`src/fault_regs_pkg.sv`:
```
package fault_regs_pkg;

    // ****************************************************************
    // Register map
    // ****************************************************************
    localparam logic [7:0] CURRENT_LIMIT_SELECT_OFS = 8'h04;
    localparam logic [7:0] FAULT_STATUS_OFS = 8'h05;
    localparam logic [7:0] FAULT_ALERT_MASK_OFS = 8'h06;

    // ****************************************************************
    // Field positions and reset values
    // ****************************************************************
    localparam int OVERTEMP_BIT = 4;
    localparam int AVG_LIMIT_BIT = 3;
    localparam int OVERVOLTAGE_BIT = 2;
    localparam int SWITCH_LIMIT_BIT = 1;
    localparam int POWER_NOT_GOOD_BIT = 0;
    localparam int FLAG_COUNT = 5;

    localparam logic [2:0] AVG_CURRENT_LIMIT_CODE_RST = 3'h7;
    localparam logic [4:0] FAULT_FLAGS_RST = 5'h00;
    localparam logic [4:0] FAULT_ALERT_MASK_RST = 5'h01;
    localparam logic [7:0] FAULT_CLEAR_VALUE = 8'hFF;

    // Flags that always latch; the others follow fault_latch_select
    localparam logic [4:0] ALWAYS_LATCHED = 5'h1C;

    // ****************************************************************
    // Types
    // ****************************************************************
    // Raw analog comparator levels, asynchronous to core_clk
    typedef struct packed {
        logic overtemp;
        logic current_above_avg;
        logic output_dropping;
        logic overvoltage;
        logic cycle_limit_hit;
        logic feedback_below_60pct;
        logic soft_start_done;
        logic vout_above_upper;
        logic vout_below_lower;
    } fault_inputs_t;

    typedef struct packed {
        logic [7:0] addr;
        logic wr;
        logic [7:0] wdata;
    } reg_req_t;

    // Sense threshold in millivolts for each limit code
    function automatic logic [6:0] limit_threshold_mv(
        input logic [2:0] code
    );
        case (code)
            3'h0: limit_threshold_mv = 7'd26;
            3'h1: limit_threshold_mv = 7'd32;
            3'h2: limit_threshold_mv = 7'd38;
            3'h3: limit_threshold_mv = 7'd45;
            3'h4: limit_threshold_mv = 7'd50;
            3'h5: limit_threshold_mv = 7'd56;
            3'h6: limit_threshold_mv = 7'd62;
            default: limit_threshold_mv = 7'd68;
        endcase
    endfunction

endpackage

```
`src/fault_status_and_current_limit_regs.sv`:
```
`timescale 1ns/1ps
module fault_status_and_current_limit_regs #(
    parameter int ADDR_W = 8
) (
    input wire logic core_clk,
    input wire logic reset,
    input wire fault_regs_pkg::reg_req_t reg_req,
    output logic [7:0] reg_rdata,
    input wire fault_regs_pkg::fault_inputs_t fault_in,
    input wire logic fault_latch_select,
    output logic [2:0] avg_current_limit_code,
    output logic [6:0] limit_threshold_mv,
    output logic alert
);
    import fault_regs_pkg::*;

    // ****************************************************************
    // Parameter check
    // ****************************************************************
    if (ADDR_W != 8) begin : g_bad_addr_w
        $error("ADDR_W must be 8 to match the register offsets");
    end

    // ****************************************************************
    // State
    // ****************************************************************
    typedef struct packed {
        fault_inputs_t sync1;
        fault_inputs_t sync2;
        logic [2:0] limit_code;
        logic [4:0] flags;
        logic [4:0] mask;
        logic [7:0] rdata;
        logic [6:0] threshold;
        logic alert;
    } state_t;

    state_t s_q;
    state_t s_d;
    logic [4:0] live;
    logic clear_flags;
    logic [4:0] latch_en;

    always_comb begin
        s_d = s_q;
        // Two-flop synchronisers; only sync2 is read by logic
        s_d.sync1 = fault_in;
        s_d.sync2 = s_q.sync1;

        live = '0;
        live[OVERTEMP_BIT] = s_q.sync2.overtemp;
        live[AVG_LIMIT_BIT] = s_q.sync2.current_above_avg
            & s_q.sync2.output_dropping;
        live[OVERVOLTAGE_BIT] = s_q.sync2.overvoltage;
        live[SWITCH_LIMIT_BIT] = s_q.sync2.cycle_limit_hit
            & s_q.sync2.feedback_below_60pct
            & s_q.sync2.soft_start_done;
        live[POWER_NOT_GOOD_BIT] = s_q.sync2.vout_above_upper
            | s_q.sync2.vout_below_lower;

        clear_flags = reg_req.wr && reg_req.addr == FAULT_STATUS_OFS
            && reg_req.wdata == FAULT_CLEAR_VALUE;

        latch_en = ALWAYS_LATCHED;
        if (fault_latch_select) begin
            latch_en = '1;
        end

        // A condition present in the clear cycle survives the clear
        for (int i = 0; i < FLAG_COUNT; i++) begin
            if (latch_en[i]) begin
                s_d.flags[i] = (s_q.flags[i] & ~clear_flags) | live[i];
            end else begin
                s_d.flags[i] = live[i];
            end
        end

        if (reg_req.wr && reg_req.addr == CURRENT_LIMIT_SELECT_OFS) begin
            s_d.limit_code = reg_req.wdata[2:0];
        end
        if (reg_req.wr && reg_req.addr == FAULT_ALERT_MASK_OFS) begin
            s_d.mask = reg_req.wdata[4:0];
        end

        // The output port shares this name, so the package is named
        s_d.threshold = fault_regs_pkg::limit_threshold_mv(
            s_d.limit_code);

        // Masks gate only the alert; flags stay visible
        s_d.alert = |(s_d.flags & ~s_d.mask);

        case (reg_req.addr)
            CURRENT_LIMIT_SELECT_OFS: begin
                s_d.rdata = {5'h00, s_q.limit_code};
            end
            FAULT_STATUS_OFS: begin
                s_d.rdata = {3'h0, s_q.flags};
            end
            FAULT_ALERT_MASK_OFS: begin
                s_d.rdata = {3'h0, s_q.mask};
            end
            default: begin
                s_d.rdata = 8'h00;
            end
        endcase
    end

    always_ff @(posedge core_clk) begin
        if (reset) begin
            s_q <= '0;
            s_q.limit_code <= AVG_CURRENT_LIMIT_CODE_RST;
            s_q.flags <= FAULT_FLAGS_RST;
            s_q.mask <= FAULT_ALERT_MASK_RST;
            s_q.threshold <= 7'd68;
        end else begin
            s_q <= s_d;
        end
    end

    assign reg_rdata = s_q.rdata;
    assign avg_current_limit_code = s_q.limit_code;
    assign limit_threshold_mv = s_q.threshold;
    assign alert = s_q.alert;

endmodule // fault_status_and_current_limit_regs

```
`config.mk`:
```
export PLATFORM = sky130hd
export DESIGN_NAME = fault_status_and_current_limit_regs
export DESIGN_NICKNAME = d
export VERILOG_FILES = /design/src/fault_regs_pkg.sv /design/src/fault_status_and_current_limit_regs.sv
export SDC_FILE = /design/constraint.sdc
export NUM_CORES = 1
export LEC_CHECK = 0
export ABC_AREA = 1
export CORE_ASPECT_RATIO = 1.25
export CORE_MARGIN = 4
export CORE_UTILIZATION = 38
export CTS_CLUSTER_DIAMETER = 100
export CTS_CLUSTER_SIZE = 12
export DETAILED_ROUTE_END_ITERATION = 10
export DONT_BUFFER_PORTS = 1
export HOLD_SLACK_MARGIN = 0.15
export PLACE_DENSITY_LB_ADDON = 0.3
export SYNTH_ARGS = -nofsm -noshare
export SYNTH_HDL_FRONTEND = slang
export SYNTH_SLANG_ARGS = --single-unit
```
`constraint.sdc`:
```
create_clock -name core_clk -period 2.6 [get_ports core_clk]
set_input_delay 0.13 -clock core_clk [delete_from_list [all_inputs] [get_ports core_clk]]
set_output_delay 0.13 -clock core_clk [all_outputs]
set_load 0.02 [all_outputs]
```
# Yosys cells after proc, flatten, opt, wreduce, memory -nomap -nowiden
# Cells that the tools add are included.
[totals]
register_bits = 47
inputBits = 29
output_inout_bits = 19
word_cells = 67
[op_classes]
n_eq_ne = 10
muxes = 10
bitwise = 17
reduce_logical = 6
[ops]
columns = ["op", "n"]
rows = [
  ["7-bit case mux with 7 select lines", 1],
  ["8-bit by 3-bit equality test with 1-bit output, second input constant", 3],
  ["5-bit case mux with 3 select lines", 1],
  ["3-bit equality test, second input constant", 3],
  ["1-bit bitwise AND", 8],
  ["8-bit equality test, second input constant", 1],
  ["3-bit by 2-bit equality test with 1-bit output, second input constant", 2],
  ["1-bit OR", 6],
  ["5-bit bitwise AND", 1],
  ["1-bit two-way mux", 5],
  ["5-bit two-way mux", 1],
  ["5-bit NOT", 1],
  ["5-bit OR reduction", 1],
  ["1-bit logical AND", 4],
  ["3-bit by 1-bit equality test with 1-bit output, second input constant", 1],
  ["3-bit zero test", 1],
  ["3-bit two-way mux", 1],
  ["2-bit two-way mux", 1],
  ["1-bit NOT", 1],
]

# Longest topological paths before layout
# Gate-level depths: netlist (run 1).
[depth]
ltp_word = 9
depth_mapped = 12

# Worst setup path before layout (run 1)
# Ideal clock, no wire load.
[synth_path]
path_kind = "input port to flip-flop"
startpoint = "input reg_req[15] in the netlist's numbering"
endpoint = "register s_q, in the netlist limit_threshold_mv[5]"
setup_ns = 0.116
arrival_ns = 1.051
required_time_ns = 2.484
path_slack_ns = 1.434
cell_stages = 10
n_path_buf = 0
path_cell_list = "inv_1 nand2_1 nor2_4 nand3_4 nor2_8 nand2_2 o21ai_4 inv_1 nor2_1 a21oi_2"
[synth_between]
elab_chain_len = 5
[synth_rtl]
columns = ["item", "line", "text"]
rows = [
  ["from (decl)", "fault_status_and_current_limit_regs.sv:7", "input wire fault_regs_pkg::reg_req_t reg_req,"],
  ["8-bit by 3-bit equality test with 1-bit output (*)", "fault_status_and_current_limit_regs.sv:78", "if (reg_req.wr && reg_req.addr == CURRENT_LIMIT_SELECT_OFS) begin"],
  ["1-bit logical AND (*)", "fault_status_and_current_limit_regs.sv:78", ""],
  ["3-bit two-way mux (*)", "fault_status_and_current_limit_regs.sv:78", ""],
  ["3-bit equality test (tied with other cells)", "fault_regs_pkg.sv:54", "case (code)"],
  ["7-bit case mux with 7 select lines (*)", "fault_regs_pkg.sv:54", ""],
  ["to (decl)", "fault_status_and_current_limit_regs.sv:38", "state_t s_q;"],
]
# Mark *: on every way between the ends. The rest lies on a longest branch, timed or not.
# A chain may end at the register's enable or synchronous reset.

# Worst setup path in the final report (run 1)
[layout_path]
startpoint = "input reg_req[10] in the netlist's numbering"
endpoint = "register s_q[17] in the netlist's numbering"
[layout_between]
elab_chain_len = 3
[layout_rtl]
columns = ["item", "line", "text"]
rows = [
  ["8-bit by 3-bit equality test with 1-bit output", "fault_status_and_current_limit_regs.sv:81", "if (reg_req.wr && reg_req.addr == FAULT_ALERT_MASK_OFS) begin"],
  ["1-bit logical AND", "fault_status_and_current_limit_regs.sv:81", ""],
  ["5-bit two-way mux", "fault_status_and_current_limit_regs.sv:81", ""],
]
# Every way passes these cells.

==> metrics.md, run 1 <==
| Metric | Value |
|---|---|
| Run status | complete, no violations |
| Combinational share of power | 7.0% |
| Post_cts resized | 0 |
| FF-to-FF path depth | 5 |
| Post-synth top area cell | dfxtp_1 |
| Max IR drop VDD | 0.3422 mV |
| Tightest Hold Check Type | input port to register |
| Dpl ws | 1.272 ns |
| DR DRC count | 0 |
| Top-area cell type share of the netlist area | 47.16% |
| CTS Buf Count | 5 |
| Share of total power in the clock network | 36.6% |
| Wirelength per Cell | 10.45 um |
| Grt total ovfl | 0 |
| Worst-Skew Late Latency | 0.29 ns |
| CTS Buffer Depth | 2 |
| Core area | 0.004527 mm^2 |
| Synth Area per Inst | 7.482 um^2 |
| Num rows | 27 |
| GRT Util Overall | 12.04% |
| Final hold vios | 0 |
| NumNets Final | 284 |
| Sink Count | 43 |
| CP startpoint kind | input port |
| Die area | 0.005984 mm^2 |
| Filler cells | 462 |
| Area grow syn2layout | 15.28% |
| Flop pwr share | 56.4% |
| RSZ-0062 raised after global routing | false |
| Main area contributors after synthesis | dfxtp_1 (47%), nand2_1 (10%), inv_1 (9.3%) |
| Leakage | 1.020 nW |
| Max_cap viols | 0 |
| Post-route minimum period | 2.420 ns |
| Worst endpoint required time | 2.79 ns |
| Sequential area share after synthesis | 47.16% |
| Setup CP Type | input port to register |
| Net Sw Frac | 23.16% |
| PwrDens | 576.4 mW/mm^2 |
| Die W | 70.00 um |
| Hold Path Depth | 4 |
| Drt first-iter violations | 81 |
| Initial Utilization | 40.33% |
| Htree depth | 2 |
| Final worst path period share | 93.06% |
| Most common cell after layout, fill and taps aside | nand2_1 |
| FF+latch count, synth | 43 |
| Antenna viol nets, final | 0 |
| Layout cells sized above 1 | 10.55% |
| IO Pins | 48 |
| TritonRoute pass-1 iters | 4 |
| TritonCTS clock tree | yes |
| Dpl hpwl | 2283 um |
| Initial antenna violation count | 0 |
| IO buf count | 0 |
| Sw Pwr | 281.0 uW |
| # setup viols final | 0 |
| Setup Skew | 0.009956 ns |
| Overall power | 1.213 mW |
| Arr. time, crit path | 2.60 ns |
| Via density per instance | 4.166 |
| Die Y | 85.49 um |
| Warnings from Yosys | 0 |
| # diodes | 0 |
| Final Util | 46.49% |
| Cells after Synth | 244 |
| Hold WS | 0.1633 ns |
| Vias in the first global route | 1256 |
| Setup TNS | 0 ns |
| Yosys cell types | 25 |
| Setup bufs post-CTS | 0 |
| Critical R2R Launch | s_q[17]$_SDFF_PP0_ |
| Max-slew violations | 0 |
| Int Power | 932.1 uW |
| Post-route setup slack | 0.1804 ns |
| Via total after detailed routing | 1308 |
| Hold-fix buffers, CTS | 24 |
| Routed WL | 3282 um |
| Most frequent cells in the layout | nand2_1 (51), inv_1 (45), dfxtp_1 (43) |
| Worst-path clk slew | 0.09 ns |
| First-pass GRT wire length | 5782 um |
| Fmax | 413.3 MHz |
| Syn Std Cell Area | 0.001826 mm^2 |
| Crit-path max FO | 10 |
| CP startpoint | reg_req[10] |
| Root Driver | clkbuf_8 |
| Beginning of the worst hold path | reg_req[11] |
| Largest net degree at the start of global routing | 35 |
| GPL Wtd Cong | 0.7703 |
| Worst setup EP type | register |
## registers in the layout, indices dropped and copies added, names as in the netlist
signal / cells
alert: 1
avg_current_limit_code: 3
limit_threshold_mv: 6
live: 2
reg_rdata: 5
s_d: 9
s_q: 17
## cell families after synthesis
kind of cell,synth area share (%)
AO/OA/AOI/OAI,8.088
buffers and inverters,18.09
flip-flops,47.16
other,0.2054
AND/OR/NAND/NOR,26.46
## stage by stage
stage / instance area, um^2 / instances
6_report: 2105 / 314
5_1_grt: 2105 / 314
4_1_cts: 2105 / 314
3_5_place_dp: 1755 / 282
3_3_place_gp: 1755 / 282
2_1_floorplan: 1833 / 246
## cell usage after synthesis
master / count
o21ai_1: 3
conb_1: 1
a2111oi_0: 1
nand2_2: 6
nand2_1: 51
o21ai_2: 1
nor2_2: 1
nand3_1: 7
clkinv_1: 1
o21ai_0: 7
o21ai_4: 1
nand2_4: 1
nand3_2: 1
clkbuf_1: 4
nor2_8: 1
nor2_1: 35
inv_1: 45
a21oi_2: 1
nor2_4: 2
inv_2: 2
nand3_4: 1
dfxtp_1: 43
o211ai_1: 2
a21oi_1: 8
buf_4: 18
## power by group through the flow
| stage | Sequential (mW) | Combinational, mW | Clock [mW] |
|---|---|---|---|
| final | 0.684 | 0.0844 | 0.445 |
| after global routing | 0.687 | 0.0976 | 0.488 |
| after CTS | 0.684 | 0.0846 | 0.459 |
| after detailed placement | 0.700 | 0.0461 | 0 |
| after global placement | 0.700 | 0.0455 | 0 |
| after floorplan | 0.697 | 0.0526 | 0 |
## final timing paths
kind	endpoint	slack [ns]
worst min register to register	s_q[33]$_SDFF_PP0_	0.40
worst max-delay path	s_q[17]$_SDFF_PP0_	0.18
worst min-delay path	reg_rdata[0]$_SDFF_PP0_	0.16
worst max register to register	s_q[17]$_SDFF_PP0_	1.35
## final cells by class
cell class | instances | area, um^2 | share of cell area (%)
Multi-Input combinational cell | 133 | 641.9 | 30.50
Clock buffer | 6 | 82.58 | 3.924
Tap cell | 58 | 72.57 | 3.448
Inverter | 48 | 180.2 | 8.561
Timing Repair Buffer | 24 | 250.2 | 11.89
Clock inverter | 2 | 16.27 | 0.7729
Sequential cell | 43 | 860.8 | 40.90
## metal layers
metal	share of wire, %	track usage, %	vias to the layer above
met1	43	13.61	550
met3	7.6	5.393	4
li1	-	-	719
met2	49	20.03	35
met5	0	0	-
met4	0.88	4.355	0
## critical path, stage by stage
cell           delay [ns]
dlygate4sd3_1        0.55
nand2_1              0.06
dlygate4sd3_1        0.57
nor2_2               0.18
nand3_2              0.22
o21ai_0              0.28
nor2_1               0.06
dlygate4sd3_1        0.55
No activity file was read; power rests on OpenSTA's default activity.
==> inputs of run 2 (changes only) <==
==> constraint.sdc (replaced) <==
create_clock -name core_clk -period 2.8 [get_ports core_clk]
set_input_delay 0.14 -clock core_clk [delete_from_list [all_inputs] [get_ports core_clk]]
set_output_delay 0.14 -clock core_clk [all_outputs]
set_load 0.02 [all_outputs]
==> metrics.md, run 2 (synthesized netlist as in run 1, its figures left out) <==
| Metric | Value |
|---|---|
| Run status | complete, no violations |
| Hold Path Depth | 4 (unchanged) |
| Setup CP Type | input port to register |
| IO Pins | 48 (unchanged) |
| R2R Path End | limit_threshold_mv[3]$_SDFF_PP0_ |
| FF-to-FF path depth | 7 (+2) |
| Max reg flops | 17 (unchanged) |
| Die Y | 85.49 um (unchanged) |
| # setup viols final | 0 (unchanged) |
| Critical R2R Launch | avg_current_limit_code[1]$_SDFF_PP1_ |
| Leakage | 1.015 nW (-0.52%) |
| NumNets Final | 282 (-0.70%) |
| Arr. time, crit path | 1.77 ns (-0.83 ns) |
| Initial antenna violation count | 0 (unchanged) |
| First-pass GRT wire length | 5651 um (-2.3%) |
| TritonCTS clock tree | yes |
| Max-slew violations | 0 (unchanged) |
| Hold WS | 0.1633 ns (-0.00001700 ns) |
| Most common cell after layout, fill and taps aside | nand2_1 |
| CTS Buf Count | 5 (unchanged) |
| Filler cells | 454 (-1.7%) |
| Htree depth | 2 (unchanged) |
| Most flops, register | s_q |
| Wirelength per Cell | 10.61 um (+1.5%) |
| Final hold vios | 0 (unchanged) |
| CP startpoint kind | input port |
| # diodes | 0 (unchanged) |
| Die W | 70.00 um (unchanged) |
| Max_cap viols | 0 (unchanged) |
| Most frequent cells in the layout | nand2_1 (51), inv_1 (45), dfxtp_1 (43) |
| Sink Count | 43 (unchanged) |
| Setup Skew | 0.01158 ns (+0.001621 ns) |
| TritonRoute pass-1 iters | 4 (unchanged) |
| Via density per instance | 4.289 (+3.0%) |
| Reg2Reg Setup Slack | 1.56 ns (+0.21 ns) |
| Hold Crit Endpoint | reg_rdata[0]$_SDFF_PP0_ |
| Largest net degree at the start of global routing | 35 (unchanged) |
| IO buf count | 0 (unchanged) |
| Root Driver | clkbuf_8 |
| Tightest Hold Check Type | input port to register |
| Via total after detailed routing | 1334 (+2.0%) |
| Post-route minimum period | 1.531 ns |
| DR DRC count | 0 (unchanged) |
| Overall power | 1.170 mW (-3.6%) |
| Dpl hpwl | 2324 um (+1.8%) |
| Core area | 0.004527 mm^2 (unchanged) |
| Fmax | 653.1 MHz |
| CTS Buffer Depth | 2 (unchanged) |
| Worst setup EP type | register |
| Beginning of the worst hold path | reg_req[11] |
| Layout cells sized above 1 | 9.881% (-0.67 points) |
| Initial Utilization | 40.33% (unchanged) |
| Antenna viol nets, final | 0 (unchanged) |
| Setup TNS | 0 ns (unchanged) |
| Worst endpoint required time | 3.04 ns (+0.25 ns) |
| Post_cts resized | 0 (unchanged) |
| Area grow syn2layout | 14.39% |
| Worst-path clk slew | 0.08 ns (about the same) |
| Drt first-iter violations | 63 (-22%) |
| RSZ-0062 raised after global routing | false |
| Max IR drop VDD | 0.3720 mV (+8.7%) |
| Die area | 0.005984 mm^2 (unchanged) |
| Final worst path period share | 54.68% |
| Grt total ovfl | 0 (unchanged) |
| Worst-Skew Late Latency | 0.29 ns (about the same) |
| Num rows | 27 (unchanged) |
| PwrDens | 560.1 mW/mm^2 (-2.8%) |
| GPL Wtd Cong | 0.7704 (about the same) |
| Vias in the first global route | 1268 (+0.96%) |
| Routed WL | 3301 um (+0.58%) |
| GRT Util Overall | 11.99% (-0.046 points) |
| Crit-path max FO | 10 (unchanged) |
run 2: cell count changes in the layout (fill, tap and decap cells not counted):
cell,change
dlygate4sd3_1,-2
clkbuf_1,+1
clkbuf_8,-1
clkinv_4,-1
bufinv_16,+1
clkinvlp_4,-1
run 2: stage by stage:
stage	worst slack [ns]	utilization, %	cells	area [um^2]
after floorplan	1.624	-	246	1833
after global placement	1.457	38.78	282	1755
after detailed placement	1.460	38.78	282	1755
after CTS	1.251	46.13	311	2088
after global routing	1.080	46.13	311	2088
final	1.269	46.13	311	2088
run 2: final cells by class:
type	instances	area (um^2)	area share (%)
clock inverters	1	30.03	1.438
well taps	58	72.57	3.475
clock buffers	6	72.57	3.475
multi-input cells	133	641.9	30.74
flip-flops and latches	43	860.8	41.22
repair buffers	22	230.2	11.02
inverters	48	180.2	8.628
run 2: metal layers:
layer / up-vias / share of wire, % / global-route usage, % / wire [um]
met1: 578 / 42 / 13.11 / 1388
li1: 718 / - / - / -
met3: 6 / 6.8 / 4.572 / 225
met4: 0 / 1.8 / 5.226 / 61
met2: 32 / 49 / 20.64 / 1627
met5: - / 0 / 0 / 0
run 2: how the worst max path moves through the flow:
stage                start                                to  slack (ns)  depth (start not counted)
2_1_floorplan  reg_req[15]  limit_threshold_mv[5]$_SDFF_PP0_        1.62                         10
3_3_place_gp   reg_req[12]                  alert$_SDFF_PP0_        1.46                          9
3_5_place_dp   reg_req[12]                  alert$_SDFF_PP0_        1.46                          9
4_1_cts        reg_req[14]                  alert$_SDFF_PP0_        1.25                         10
5_1_grt        reg_req[14]                  alert$_SDFF_PP0_        1.08                         10
6_report       reg_req[14]                  alert$_SDFF_PP0_        1.27                         10
run 2: report_power, final:
part	internal [mW]	total (mW)	leakage, nW	switching, mW
sequential	0.628	0.635	0.351	0.00754
clock	0.261	0.458	0.0513	0.197
combinational	0.0349	0.0762	0.612	0.0412
total	0.924	1.17	1.01	0.245
run 2: critical path, cell delays in order:
cell and delay (ns):
dlygate4sd3_1 0.55, inv_2 0.06, nand2_2 0.05, nor2_4 0.18
nand3_2 0.20, o21ai_0 0.31, nand2_1 0.09, nand3_1 0.08
nor2_1 0.04, nor2_1 0.07
run 2: timing repair:
action / CTS / global route
hold buffers: 22 / 0
setup buffers: 0 / 0
endpoints found under the hold margin: 42 / 0
